`config.mk`:
```
export PLATFORM = sky130hd
export DESIGN_NAME = rrx_exec
export DESIGN_NICKNAME = d
export VERILOG_FILES = /design/src/rtl/rrx_pkg.sv /design/src/rtl/rrx_rotate_unit.sv /design/src/rtl/rrx_exec.sv
export SDC_FILE = /design/constraint.sdc
export NUM_CORES = 1
export LEC_CHECK = 0
export BUFFER_PORTS_ARGS = -buffer_cell sky130_fd_sc_hd__buf_4
export CORE_ASPECT_RATIO = 0.7
export CORE_MARGIN = 2
export CORE_UTILIZATION = 52
export CTS_BUF_LIST = sky130_fd_sc_hd__clkbuf_2
export CTS_CLUSTER_DIAMETER = 100
export CTS_CLUSTER_SIZE = 25
export DETAILED_ROUTE_END_ITERATION = 12
export PLACE_DENSITY_LB_ADDON = 0.08
export SYNTH_ARGS = -nofsm -noshare
export SYNTH_HDL_FRONTEND = slang
export SYNTH_SLANG_ARGS = --single-unit
```
`constraint.sdc`:
```
create_clock -name core_clk -period 3.3 [get_ports core_clk]
set_input_delay 0.495 -clock core_clk [delete_from_list [all_inputs] [get_ports core_clk]]
set_output_delay 0.495 -clock core_clk [all_outputs]
set_load 0.005 [all_outputs]
```
`src/rtl/rrx_pkg.sv`:
```
// Shared constants, states and carriers for the return and rotate executor
`default_nettype none
package rrx_pkg;
   localparam int DATA_W = 8;
   localparam int ADDR_W = 12;
   localparam int PC_W = 21;
   localparam int BSR_W = 4;
   localparam int STAT_W = 5;
   // Opcode patterns
   localparam logic [7:0] OPC_LIT_RET = 8'h0c;
   localparam logic [14:0] OPC_SUB_RET = 15'h0009;
   localparam logic [5:0] OPC_ROT_CARRY = 6'h0d;
   localparam logic [5:0] OPC_ROT_PLAIN = 6'h11;
   // Instruction field positions
   localparam int POS_DEST = 9;
   localparam int POS_ACCESS = 8;
   localparam int POS_SHADOW = 0;
   // Status flag positions
   localparam int ST_C = 0;
   localparam int ST_DC = 1;
   localparam int ST_Z = 2;
   localparam int ST_OV = 3;
   localparam int ST_N = 4;
   // Access bank split and indexed window
   localparam logic [7:0] INDEXED_LIMIT = 8'h5f;
   localparam logic [7:0] ACCESS_SPLIT = 8'h60;
   localparam logic [BSR_W-1:0] ACCESS_LOW_BANK = 4'h0;
   localparam logic [BSR_W-1:0] ACCESS_HIGH_BANK = 4'hf;
   // Reset values
   localparam logic [DATA_W-1:0] W_RST = 8'h00;
   localparam logic [STAT_W-1:0] STATUS_RST = 5'h00;
   localparam logic [BSR_W-1:0] BSR_RST = 4'h0;
   localparam logic [PC_W-1:0] PC_RST = 21'h000000;

   typedef enum logic [1:0] {
      ST_IDLE = 2'b00,
      ST_RET2 = 2'b01,
      ST_ROT_RD = 2'b10,
      ST_ROT_EX = 2'b11
   } rrx_state_t;

   typedef struct packed {
      logic rd;
      logic wr;
      logic [ADDR_W-1:0] addr;
      logic [DATA_W-1:0] wdata;
   } rrx_rf_req_t;

   typedef struct packed {
      logic pop;
      logic pc_load;
      logic [PC_W-1:0] pc_val;
   } rrx_flow_t;

   typedef struct packed {
      logic [DATA_W-1:0] w;
      logic [STAT_W-1:0] status;
      logic [BSR_W-1:0] bank_select_reg;
   } rrx_ctx_t;

   typedef struct packed {
      rrx_state_t st;
      logic dest_file;
      logic thru_carry;
      rrx_ctx_t ctx;
      rrx_rf_req_t rf;
      rrx_flow_t flow;
   } rrx_regs_t;
endpackage
`default_nettype wire

```
`src/rtl/rrx_rotate_unit.sv`:
```
// Left rotator with flag results for both rotate forms
`default_nettype none
module rrx_rotate_unit
   import rrx_pkg::*;
(
   input wire logic thru_carry,
   input wire logic [DATA_W-1:0] src,
   input wire logic carry_in,
   output logic [DATA_W-1:0] result,
   output logic carry_out,
   output logic neg,
   output logic zero
);
   always_comb begin
      // Bit 0 refills from the old carry or from the bit shifted out
      result = {src[DATA_W-2:0], thru_carry ? carry_in : src[DATA_W-1]};
      carry_out = src[DATA_W-1];
      neg = result[DATA_W-1];
      zero = (result == '0);
   end
endmodule // rrx_rotate_unit
`default_nettype wire

```
`src/rtl/rrx_exec.sv`:
```
// Executor for literal return, subroutine return and the two left rotates
`default_nettype none
module rrx_exec
   import rrx_pkg::*;
(
   input wire logic core_clk,
   input wire logic rst_b,
   input wire logic instr_valid,
   input wire logic [15:0] instr_word,
   output logic instr_ready,
   input wire logic ext_set_en,
   input wire logic [ADDR_W-1:0] index_base,
   input wire logic [PC_W-1:0] stack_top_entry,
   input wire rrx_ctx_t shadow_ctx,
   input wire logic [DATA_W-1:0] rf_rdata,
   output rrx_rf_req_t rf_req,
   output rrx_flow_t flow,
   output rrx_ctx_t ctx
);
   rrx_regs_t r_q;
   rrx_regs_t r_d;
   logic take;
   logic is_lit_ret;
   logic is_sub_ret;
   logic is_rot_c;
   logic is_rot_p;
   logic [7:0] f_addr;
   logic [ADDR_W-1:0] eff_addr;
   logic [DATA_W-1:0] rot_res;
   logic rot_c;
   logic rot_n;
   logic rot_z;

   assign instr_ready = (r_q.st == ST_IDLE);
   assign take = instr_valid && instr_ready;
   assign f_addr = instr_word[7:0];
   assign is_lit_ret = (instr_word[15:8] == OPC_LIT_RET);
   assign is_sub_ret = (instr_word[15:1] == OPC_SUB_RET);
   assign is_rot_c = (instr_word[15:10] == OPC_ROT_CARRY);
   assign is_rot_p = (instr_word[15:10] == OPC_ROT_PLAIN);

   // Operand address
   always_comb begin
      if (instr_word[POS_ACCESS]) begin
         eff_addr = {r_q.ctx.bank_select_reg, f_addr};
      end else if (ext_set_en && (f_addr <= INDEXED_LIMIT)) begin
         eff_addr = index_base + {4'h0, f_addr};
      end else if (f_addr < ACCESS_SPLIT) begin
         eff_addr = {ACCESS_LOW_BANK, f_addr};
      end else begin
         eff_addr = {ACCESS_HIGH_BANK, f_addr};
      end
   end

   rrx_rotate_unit u_rot (
      .thru_carry(r_q.thru_carry),
      .src(rf_rdata),
      .carry_in(r_q.ctx.status[ST_C]),
      .result(rot_res),
      .carry_out(rot_c),
      .neg(rot_n),
      .zero(rot_z)
   );

   always_comb begin
      r_d = r_q;
      // Strobes last one cycle
      r_d.rf.rd = 1'b0;
      r_d.rf.wr = 1'b0;
      r_d.flow.pop = 1'b0;
      r_d.flow.pc_load = 1'b0;
      case (r_q.st)
         ST_IDLE: begin
            if (take && is_lit_ret) begin
               r_d.ctx.w = instr_word[7:0];
               r_d.flow.pop = 1'b1;
               r_d.flow.pc_load = 1'b1;
               r_d.flow.pc_val = stack_top_entry;
               r_d.st = ST_RET2;
            end else if (take && is_sub_ret) begin
               r_d.flow.pop = 1'b1;
               r_d.flow.pc_load = 1'b1;
               r_d.flow.pc_val = stack_top_entry;
               // Clear shadow bit keeps the live context
               if (instr_word[POS_SHADOW]) begin
                  r_d.ctx = shadow_ctx;
               end
               r_d.st = ST_RET2;
            end else if (take && (is_rot_c || is_rot_p)) begin
               r_d.rf.rd = 1'b1;
               r_d.rf.addr = eff_addr;
               r_d.dest_file = instr_word[POS_DEST];
               r_d.thru_carry = is_rot_c;
               r_d.st = ST_ROT_RD;
            end
         end
         // Second cycle of a return is a dead slot
         ST_RET2: begin
            r_d.st = ST_IDLE;
         end
         ST_ROT_RD: begin
            r_d.st = ST_ROT_EX;
         end
         ST_ROT_EX: begin
            if (r_q.dest_file) begin
               r_d.rf.wr = 1'b1;
               r_d.rf.wdata = rot_res;
            end else begin
               r_d.ctx.w = rot_res;
            end
            r_d.ctx.status[ST_N] = rot_n;
            r_d.ctx.status[ST_Z] = rot_z;
            if (r_q.thru_carry) begin
               r_d.ctx.status[ST_C] = rot_c;
            end
            r_d.st = ST_IDLE;
         end
         default: begin
            r_d.st = ST_IDLE;
         end
      endcase
   end

   always_ff @(posedge core_clk or negedge rst_b) begin
      if (!rst_b) begin
         r_q.st <= ST_IDLE;
         r_q.dest_file <= 1'b1;
         r_q.thru_carry <= 1'b0;
         r_q.ctx <= '{w: W_RST, status: STATUS_RST, bank_select_reg: BSR_RST};
         r_q.rf <= '0;
         r_q.flow <= '{pop: 1'b0, pc_load: 1'b0, pc_val: PC_RST};
      end else begin
         r_q <= r_d;
      end
   end

   assign rf_req = r_q.rf;
   assign flow = r_q.flow;
   assign ctx = r_q.ctx;
endmodule // rrx_exec
`default_nettype wire

```
Word-level counts from Yosys, hierarchy flattened
Index checks and enable logic that the tools add are counted.
{"block": "totals", "register_bits": 66, "in_bits": 78, "output_inout_bits": 63}
{"block": "classes", "add_sub_neg": 1, "magnitude_cmp": 2, "n_eq_ne": 15, "muxes": 25, "bitwise_logic": 2, "n_reduce_logical": 18}
{"op": "2-to-1 mux 23 bit", "count": 3}
{"op": "2-to-1 mux 12 bit", "count": 3}
{"op": "2-to-1 mux 17 bit", "count": 2}
{"op": "case mux 9 bit (2 select lines)", "count": 1}
{"op": "2-to-1 mux 8 bit", "count": 2}
{"op": "AND reduction 4 bit", "count": 4}
{"op": "== test 15 x 4 -> 1 bit (second input constant)", "count": 1}
{"op": "adder 12 x 8 -> 12 bit", "count": 1}
{"op": "2-to-1 mux 10 bit", "count": 1}
{"op": "== test 8 x 4 -> 1 bit (second input constant)", "count": 1}
{"op": "<= comparator 8 x 7 -> 1 bit (second input constant)", "count": 1}
{"op": "zero test 8 bit", "count": 1}
{"op": "less-than comparator 8 x 7 -> 1 bit (second input constant)", "count": 1}
{"op": "!= test 2 bit (second input constant)", "count": 4}
{"op": "2-to-1 mux 1 bit", "count": 7}
{"op": "== test 6 x 4 -> 1 bit (second input constant)", "count": 1}
{"op": "== test 6 x 5 -> 1 bit (second input constant)", "count": 1}
{"op": "case mux 2 bit (3 select lines)", "count": 1}
{"op": "logical AND 1 bit", "count": 5}
{"op": "AND reduction 5 bit", "count": 1}
{"op": "== test 2 bit (second input constant)", "count": 2}
{"op": "2-to-1 mux 2 bit", "count": 2}
{"op": "2-to-1 mux 4 bit", "count": 1}
{"op": "!= test 4 x 1 -> 1 bit (second input constant)", "count": 1}
{"op": "11 further kinds", "count": 15}

Longest topological paths before layout
Gate-level depths: netlist of run 1.
{"block": "depth", "ltp_word": 7, "ltp_mapped": 10, "ltp_nobuf": 9}

Hierarchy
Synthesis of run 1 repeated with hierarchy kept, for this count alone.
{"block": "unflattened", "cells_unflattened": 384, "hier_area_um2": 3982.6}
{"module": "rrx_exec", "n_inst": 1, "cells_each": 371, "area_each_um2": 3880.0, "seq_area_each_um2": 1627.8}
{"module": "rrx_rotate_unit", "n_inst": 1, "cells_each": 13, "area_each_um2": 102.6, "seq_area_each_um2": 0.0}

Worst setup path after synthesis of run 1
No wires, ideal clock.
{"block": "synth_timing", "path_kind": "input to register", "start": "in instr_word[9]", "end": "reg ctx[10] (netlist name)", "setup_ns": 0.125, "t_arrival_ns": 2.379, "required_ns": 3.175, "setup_slack_ns": 0.797, "cell_stages": 6, "path_buffers": 0, "path_cell_list": "or4_1 -> or3_4 -> nor2_8 -> nor2b_2 -> a211oi_4 -> mux2_2"}
{"block": "synth_via", "elab_chain_len": 4}
{"element": "start, declared", "line": "rrx_exec.sv:9", "rtl": "input wire logic [15:0] instr_word,"}
{"element": "== test 15 x 4 -> 1 bit or == test 8 x 4 -> 1 bit (tied branches)", "line": "rrx_exec.sv:38, rrx_exec.sv:37"}
{"element": "logical AND 1 bit (on tied branches)", "line": "rrx_exec.sv:80, rrx_exec.sv:74"}
{"element": "!= test 3 x 1 -> 1 bit (no line), or another cell as far along"}
{"element": "AND reduction 4 bit (no line) or case mux 9 bit (2 select lines) (tied branches)"}
Parallel ways exist; a longest one is shown, timed or not.
A chain may end at the register's enable or synchronous reset.

Worst setup path in the final report of run 1
{"block": "layout_timing", "start": "reg r_q[65] in the netlist's numbering", "end": "reg ctx[9] (netlist name)"}
{"block": "layout_via", "elab_chain_len": 5}
{"element": "start, declared", "line": "rrx_exec.sv:20", "rtl": "rrx_regs_t r_q;"}
{"element": "start signal, assigned", "line": "rrx_exec.sv:133", "rtl": "r_q <= r_d;"}
{"element": "zero test 2 bit", "line": "rrx_exec.sv:34, rrx_exec.sv:72"}
{"element": "logical AND 1 bit", "line": "rrx_exec.sv:35", "rtl": "assign take = instr_valid && instr_ready;"}
{"element": "logical AND 1 bit (on tied branches)", "line": "rrx_exec.sv:74, rrx_exec.sv:80"}
{"element": "!= test 3 x 1 -> 1 bit (no line), or another cell as far along"}
{"element": "AND reduction 4 bit (no line) or case mux 9 bit (2 select lines) (tied branches)"}
Parallel ways exist; a longest one is shown, timed or not.

==> impl_metrics.json, run 1 <==
{
  "cts_buffers": 9,
  "io_buffers": 140,
  "fp-row-count": 26,
  "wl_per_cell_um": 15.5,
  "diodes": 0,
  "route.detailed.drc": 0,
  "synthArstFlopShare_pct": 100,
  "first_pass_iters": 5,
  "path_buf_inv": 1,
  "fillers": 645,
  "synth_compound_area_share_pct": 11.1,
  "clock_skew_ns": 0.0199,
  "nets": 557,
  "timing.setup.tns_ns": 0,
  "cap_violations": 0,
  "start_util_pct": 53.3,
  "crit_type": "reg2reg",
  "min_period_ns": 2.84,
  "cts-root-buf": "clkbuf_2",
  "antenna_found_initial": 0,
  "synth_edf_count": 0,
  "yosys.area.top_type_share_pct": 41.4,
  "fin_util_pct": 64.2,
  "cts_sinks": 65,
  "gp_congestion": 0.839,
  "htreeDepth": 3,
  "vias_per_cell": 5.24,
  "die_area_um2": 8150,
  "overflow": 0,
  "status": "complete, no violations",
  "hold_violations": 0,
  "required_ns": 3.68,
  "crit_path_end_kind": "register",
  "holdWs_ns": 0.0480,
  "vias": 2974,
  "crit_family": "simple AND/OR/NAND/NOR gates",
  "synthAdderAreaFrac_pct": 4.40,
  "area_growth_pct": 20.5,
  "synth_simple_gate_area_share_pct": 13.7,
  "synth_ff_type": "dfrtp_1",
  "worst_setup_path_start_kind": "register",
  "final_cell_mix": "buf_4 (142), dfrtp_1 (64), nand2_1 (37), mux2_2 (36), nor2_1 (25)",
  "finalWirelength_um": 8800,
  "final_common_cell": "buf_4",
  "grt_pass1_wl_um": 14300,
  "avgSynthCellArea_um2": 10.1,
  "design.core.area_um2": 7250,
  "grt_max_degree": 66,
  "slew_violations": 0,
  "power_per_cell_area_nw_per_um2": 383,
  "min-delay-path-class": "in2async",
  "syn_nets": 475,
  "cts.clk_slew.worst_paths_ns": 0.19,
  "path_cells": "inv_1 -> ha_1 -> nand3b_1 -> nor3_1 -> nand3_2 -> a211oi_4 -> mux2_2",
  "synth_cell_types": 50,
  "final_antenna_net_count": 0,
  "regToRegEndpoint": "ctx[9]",
  "drt_iter0_drc": 114,
  "io_pins": 141,
  "synth_xor_area_share_pct": 1.36,
  "synthTopCellsByArea": "dfrtp_1 (41%), buf_4 (12%), mux2_2 (10%), ha_1 (3.9%), nand2_1 (3.6%)",
  "slowest_delay_ns": 0.56,
  "cts_tree": "done",
  "yosys_warnings": 0,
  "grt_use_total_pct": 22.4,
  "reg2reg_depth": 7,
  "die_y_um": 76.1,
  "worst_pin_slew_ns": 0.825,
  "setup_viol": 0,
  "synth.area.mux_share_pct": 12.8,
  "synthCells": 384,
  "post-route-period-util_pct": 86.1,
  "ir_drop_uv": 182,
  "cpMaxStageDelayCell": "a211oi_4",
  "hpwl_um": 6640,
  "cts_hold_buffers": 0,
  "crit_arrival_ns": 3.22,
  "synth_area_um2": 3860,
  "cts_setup_buffers": 0,
  "post_cts_resize_count": 0,
  "critPathMaxFanout": 9,
  "dieWidth_um": 107,
  "reg2reg_slack_ns": 0.46,
  "synth_area_leader_cell": "dfrtp_1",
  "register_area_um2": 1630,
  "max_freq_mhz": 352,
  "p_leak_nw": 2.33,
  "total_power_w": 0.00178,
  "drive_gt1_share_pct": 43.4,
  "grt_pass1_vias": 2824,
  "clk_latency_ns": 0.49,
  "synth-seq-area-share_pct": 42.1,
  "synth-seq-cells": 65,
  "synth_top_family_by_area": "buffers and inverters",
  "cts_buffer_depth": 2,
  "relSlewSlack_pct": 45.0,
  "rsz0062_at_grt": "no",
  "r2r-start": "r_q[65]",
  "multi_input_area_um2": 1680
}
## metal layers
layer  part of all wire, %  GRT usage [%]
met2                    43           31.6
met3                   7.6           7.36
met5                     0              0
met1                    48           33.8
met4                   1.1           4.03
## metrics by stage
step	cell area (µm²)	worst slack, ns	std cells
final	4660	0.460	568
after global placement	4550	0.507	553
after CTS	4660	0.481	568
after floorplan	3860	0.797	384
after detailed placement	4550	0.434	553
after global routing	4660	0.268	568
## power breakdown
part,internal [W],switching [W]
clock network,0.000166,0.000295
registers,0.000874,0.0000431
logic,0.000234,0.000171
## logic make-up (layout without fill, tap and decap cells)
| group | Yosys count | after routing |
|---|---|---|
| muxes | 45 | 45 |
| adders and majority gates | 13 | 13 |
| and+or+nand+nor | 105 | 105 |
| buffers and inverters | 86 | 172 |
| xor gates and xnor gates | 6 | 6 |
| DFF | 65 | 65 |
| AOI/OAI and AO/OA | 64 | 64 |
## sequential cells by signal (all words and copies together) (netlist names)
register	flops
ctx	17
flow	22
r_q	4
rf_req	22
## Yosys cell counts (2+ instances only)
library cell / number
or3b_2: 2
dfrtp_1: 64
ha_1: 12
mux2i_1: 9
buf_4: 62
o21ai_0: 14
and2_1: 4
a31oi_1: 8
o211ai_1: 2
nand2_1: 37
nor3_1: 6
nor2b_1: 4
nand4_1: 3
nand2b_1: 2
a22oi_1: 6
nor2_1: 25
or4_1: 2
clkbuf_1: 6
xor2_1: 3
mux2_2: 36
buf_2: 3
and3_1: 2
nand3b_1: 4
inv_1: 14
o21bai_1: 2
nor4_1: 3
a21oi_1: 18
xnor2_1: 3
a211oi_4: 2
nand3_1: 5
o2111ai_1: 2
## how the worst max path moves through the flow
| stage | startpoint | to | slack, ns | depth (start not counted) |
|---|---|---|---|---|
| 4_1_cts | r_q[64] | ctx[9] | 0.48 | 7 |
| 3_5_place_dp | instr_word[9] | ctx[12] | 0.43 | 6 |
| 3_3_place_gp | instr_word[9] | ctx[11] | 0.51 | 7 |
| 5_1_grt | r_q[64] | ctx[9] | 0.27 | 7 |
| 2_1_floorplan | instr_word[9] | ctx[10] | 0.80 | 6 |
| 6_report | r_q[65] | ctx[9] | 0.46 | 7 |
## area by class of cell
cell class	count	share of cell area [%]
Tap cell	98	2.63
Sequential cell	65	35.0
Timing Repair Buffer	142	22.9
Inverter	15	1.21
Multi-Input combinational cell	233	36.0
Clock inverter	6	1.29
Clock buffer	9	0.967
## worst register-to-register path, delay by kind of cell, from the launching register on
family,cells,cell delay [ns]
adder cells (fa/ha/maj),1,0.27
AND/OR/NAND/NOR,3,0.96
flip-flops,1,0.44
AO/OA/AOI/OAI,1,0.56
multiplexers,1,0.39
buffers and inverters,1,0.10
Note: power is estimated with default switching activity, not from simulation.
==> inputs of run 2 (changes only) <==
REMOVE_ABC_BUFFERS = 1   (was default)
==> run 2 against run 1 <==
Effect of this change: first-iteration DRC count increased by 29%; setup slack improved by 0.052 ns; clock power decreased by 0.9%; sequential power about the same; highest routed layer unchanged; register-to-register slack improved by 0.05 ns; clock skew decreased by 0.00085 ns; fmax increased by 1.9%; non-clock buffer count unchanged; sequential share of layout area about the same; die area unchanged; critical path depth increased by 1; utilization increased by 0.052 points; critical endpoint is now ctx[15].
==> impl_metrics.json, run 2 (synthesis results as in run 1) <==
{
  "r2r-start": "r_q[65]",
  "route.detailed.drc": 0,
  "fillers": 611,
  "cts_setup_buffers": 0,
  "required_ns": 3.68,
  "cts-root-buf": "clkbuf_2",
  "post_cts_resize_count": 0,
  "clockPowerShare_pct": 25.7,
  "vias": 2936,
  "final_antenna_net_count": 0,
  "start_util_pct": 53.3,
  "clock_skew_ns": 0.0190,
  "relSlewSlack_pct": 44.5,
  "power_per_cell_area_nw_per_um2": 383,
  "grt_max_degree": 66,
  "cts_sinks": 65,
  "drt_iter0_drc": 147,
  "dieWidth_um": 107,
  "critPathMaxFanout": 10,
  "crit_type": "reg2reg",
  "setup_viol": 0,
  "htreeDepth": 3,
  "sequentialPowerShare_pct": 51.5,
  "cts_tree": "done",
  "overflow": 0,
  "worst_setup_path_start_kind": "register",
  "cts_buffer_depth": 2,
  "hpwl_um": 6810,
  "switching_power_w": 0.000504,
  "io_pins": 141,
  "min-delay-path-class": "in2async",
  "fp-row-count": 26,
  "area_growth_pct": 20.6,
  "first_pass_iters": 4,
  "reg2reg_depth": 8,
  "register_area_um2": 1630,
  "antenna_found_initial": 0,
  "combPwrFrac_pct": 22.8,
  "switching_share_pct": 28.3,
  "multi_input_area_um2": 1680,
  "crit_path_end_kind": "register",
  "design.core.area_um2": 7250,
  "grt_pass1_vias": 2879,
  "vias_per_cell": 5.16,
  "cts.clk_slew.worst_paths_ns": 0.18,
  "min_period_ns": 2.79,
  "final_common_cell": "buf_4",
  "grt_use_total_pct": 22.9,
  "intPower_w": 0.00128,
  "gp_congestion": 0.868,
  "diodes": 0,
  "worst_pin_slew_ns": 0.833,
  "io_buffers": 140,
  "clk_latency_ns": 0.48,
  "finalWirelength_um": 8850,
  "slew_violations": 0,
  "max_freq_mhz": 359,
  "ir_drop_uv": 256,
  "p_leak_nw": 2.34,
  "rsz0062_at_grt": "no",
  "reg2reg_slack_ns": 0.51,
  "die_area_um2": 8150,
  "nets": 557,
  "cts_hold_buffers": 0,
  "cts_buffers": 9,
  "regToRegEndpoint": "ctx[15]",
  "post-route-period-util_pct": 84.5,
  "die_y_um": 76.1,
  "timing.setup.tns_ns": 0,
  "hold_violations": 0,
  "crit_arrival_ns": 3.17,
  "wl_per_cell_um": 15.5,
  "fin_area_um2": 4660,
  "status": "complete, no violations",
  "drive_gt1_share_pct": 43.3,
  "grt_pass1_wl_um": 14500,
  "final_cell_mix": "buf_4 (142), dfrtp_1 (64), nand2_1 (37), mux2_2 (36), nor2_1 (25)",
  "cap_violations": 0,
  "dpl_cell_area_um2": 4550
}
==> run 2: changes by cell type in the layout (fill, tap and decap cells not counted), sizes merged <==
cell    change
clkbuf      +1
==> run 2: per-layer routing <==
layer  global-route usage (%)  wire (µm)
met5                        0          0
met4                     6.49         73
met3                     6.07        637
met2                     34.0       3880
met1                     33.1       4250
==> run 2: per-stage QoR <==
step	utilization, %	worst slack, ns	cells	hold slack, ns	total power (W)
after floorplan	-	0.597	313	0.199	0.00109
after global placement	62.7	0.482	553	0.470	0.00133
after detailed placement	62.7	0.454	553	0.469	0.00134
after CTS	64.2	0.541	569	0.0824	0.00181
after global routing	64.2	0.326	569	0.0792	0.00190
final	64.2	0.512	569	0.0892	0.00178
==> run 2: power by group through the flow <==
| stage | Sequential, W | Clock, W | Combinational (W) |
|---|---|---|---|
| floorplan | 0.000935 | 0 | 0.000154 |
| global placement | 0.000931 | 0 | 0.000402 |
| detailed placement | 0.000935 | 0 | 0.000410 |
| CTS | 0.000920 | 0.000477 | 0.000412 |
| global route | 0.000931 | 0.000523 | 0.000450 |
| finish | 0.000919 | 0.000458 | 0.000407 |
==> run 2: worst max path at each step <==
stage,from,cells past startpoint,to,slack [ns]
after detailed placement,instr_word[9],6,ctx[15],0.45
after global placement,instr_word[9],7,ctx[11],0.48
final,r_q[65],8,ctx[15],0.51
after global routing,r_q[64],7,ctx[15],0.33
after floorplan,instr_word[12],6,rf_req[19],0.60
after CTS,r_q[65],7,ctx[15],0.54
==> run 2: final cells by class <==
type	instances	area share, %
Clock buffer	10	1.07
Clock inverter	6	1.26
Multi-Input combinational cell	233	36.0
Inverter	15	1.21
Sequential cell	65	34.9
Timing Repair Buffer	142	22.9
Tap cell	98	2.63
==> run 2: worst max-delay path: stages, from the launching register on <==
cell and delay (ns):
dfrtp_1 0.45, inv_1 0.11, ha_1 0.24, nand3b_1 0.25
or3_4 0.48, nor2_8 0.21, nor2b_2 0.08, a211oi_4 0.47
mux2_2 0.40
==> inputs of run 3 (changes only) <==
CORE_UTILIZATION = 47   (was 52)
clock period = 2.4 ns   (was 3.3 ns; I/O delays follow)
==> run 3 against run 2 <==
Effect of this change: clock power is 38% higher; non-clock buffer count grew 27; clock skew rose by 0.00057 ns; sequential cell count unchanged; sequential power is 37% higher; routed wire length increased by 3.9%; largest cell class unchanged; largest power group unchanged.
==> impl_metrics.json, run 3 (synthesis results as in run 1) <==
{
  "combPwrFrac_pct": 23.5,
  "final_cell_mix": "buf_4 (159), dfrtp_1 (64), nand2_1 (37), mux2_2 (34), nor2_1 (25)",
  "cap_violations": 0,
  "hold_violations": 0,
  "max_freq_mhz": 431,
  "crit_type": "reg2reg",
  "path_cells": "inv_2 -> ha_4 -> nand3b_1 -> or3_4 -> nor2_8 -> nor2b_2 -> a211oi_4 -> buf_6 -> mux2_2",
  "die_y_um": 79.9,
  "cts_sinks": 65,
  "dieWidth_um": 112,
  "overflow": 0,
  "io_buffers": 140,
  "relSlewSlack_pct": 44.9,
  "place_ws_ns": -0.0652,
  "required_ns": 2.81,
  "clk_latency_ns": 0.51,
  "vias": 3018,
  "cts.clk_slew.worst_paths_ns": 0.18,
  "hpwl_um": 6930,
  "slew_violations": 0,
  "min-delay-path-class": "in2reg",
  "regToRegEndpoint": "ctx[16]",
  "reg2reg_depth": 9,
  "critPathMaxFanout": 8,
  "status": "complete, no violations",
  "final_cell_count_no_fill": 598,
  "grt_pass1_vias": 2971,
  "htreeDepth": 3,
  "post-route-period-util_pct": 96.7,
  "vias_per_cell": 5.05,
  "die_area_um2": 8980,
  "startpoint": "r_q[65]",
  "r2r-start": "r_q[65]",
  "dp_cells": 570,
  "cts_tree": "done",
  "endpoint": "ctx[16]",
  "drt_iter0_drc": 114,
  "first_pass_iters": 4,
  "worst_pin_slew_ns": 0.827,
  "intPower_w": 0.00178,
  "power_per_cell_area_nw_per_um2": 504,
  "grt_max_degree": 66,
  "cpMaxStageDelayCell": "or3_4",
  "crit_path_end_kind": "register",
  "grt_pass1_wl_um": 14700,
  "io_pins": 141,
  "cts_buffers": 9,
  "fin_util_pct": 62.2,
  "fillers": 722,
  "switching_power_w": 0.000697,
  "ir_drop_uv": 281,
  "total_power_w": 0.00248,
  "start_util_pct": 48.9,
  "switching_share_pct": 28.1,
  "slowest_delay_ns": 0.47,
  "p_leak_nw": 2.47,
  "final_common_cell": "buf_4",
  "finalWirelength_um": 9190,
  "worst_slack_ns": 0.0784,
  "nets": 584,
  "route.detailed.drc": 0,
  "gp_congestion": 0.829,
  "wl_per_cell_um": 15.4,
  "reg2reg_slack_ns": 0.08,
  "sequentialPowerShare_pct": 50.9,
  "clock_skew_ns": 0.0196,
  "cts-root-buf": "clkbuf_2",
  "drive_gt1_share_pct": 45.1,
  "antenna_found_initial": 0,
  "worst_setup_path_start_kind": "register",
  "fp-row-count": 27,
  "min_period_ns": 2.32,
  "design.core.area_um2": 7910,
  "area_growth_pct": 27.1,
  "rsz0062_at_grt": "no",
  "cts_buffer_depth": 2,
  "crit_arrival_ns": 2.73,
  "grt_use_total_pct": 21.3,
  "diodes": 0,
  "final_antenna_net_count": 0,
  "setup_viol": 0,
  "holdWs_ns": 0.0684,
  "clockPowerShare_pct": 25.6
}
## run 3: changes by cell type in the layout (fill, tap and decap cells not counted), moves of 2 or more
cell           before  now
inv_1              14   12
mux2_4              0    2
buf_4             142  159
inv_2               0    2
mux2_2             36   34
clkinv_2            2    0
dlygate4sd3_1       0    8
## run 3: how the worst min path moves through the flow
stage	from	slack, ns	cells after the start	end
after CTS	stack_top_entry[8]	0.01	2	flow[8]
after floorplan	rst_b	0.06	0	ctx[0]
final	stack_top_entry[6]	0.07	2	flow[6]
after global placement	ctx[5]	0.46	2	ctx[5]
after global routing	stack_top_entry[16]	0.008	2	flow[16]
after detailed placement	ctx[5]	0.47	2	ctx[5]
## run 3: power by group through the flow
stage | Combinational, W | Sequential, W | Clock, W
floorplan | 0.000211 | 0.00129 | 0
global placement | 0.000559 | 0.00128 | 0
detailed placement | 0.000572 | 0.00128 | 0
CTS | 0.000582 | 0.00126 | 0.000661
global route | 0.000640 | 0.00127 | 0.000706
finish | 0.000581 | 0.00126 | 0.000633
## run 3: critical path: cells and delay by family, from the launching register on
| family | cells | cell delay, ns |
|---|---|---|
| buffers and inverters | 2 | 0.27 |
| adders and majority gates | 1 | 0.14 |
| DFF | 1 | 0.44 |
| AOI/OAI and AO/OA | 1 | 0.25 |
| muxes | 1 | 0.33 |
| and+or+nand+nor | 4 | 0.79 |
## run 3: timing repair
item	CTS	global route
pin swaps	1	5
endpoints found under the hold margin	70	1
hold buffers	7	1
buffers inserted	1	4
resized for setup	1	6
setup endpoints to repair	7	32
## run 3: per-layer routing
metal  global-route usage [%]  wire length, µm  up-vias
met2                     30.4             3940      103
met1                     30.3             4430     1400
met4                     8.78              220        0
met3                     6.00              591       20
met5                        0                0        -
li1                         -                -     1495
## run 3: final cells by class
cell class                      count  area [µm²]  area share [%]
Multi-Input combinational cell    233        1700            34.6
Clock inverter                      4        45.0           0.917
Tap cell                          101         126            2.57
Sequential cell                    65        1630            33.1
Clock buffer                       11        55.1            1.12
Timing Repair Buffer              169        1310            26.6
Inverter                           15        56.3            1.15
## run 3: metrics by stage
step | instance area (µm²) | setup TNS, ns
6_report | 4910 | 0
5_1_grt | 4910 | 0
4_1_cts | 4850 | 0
3_5_place_dp | 4670 | -0.492
3_3_place_gp | 4670 | -0.139
2_1_floorplan | 3360 | -3.17
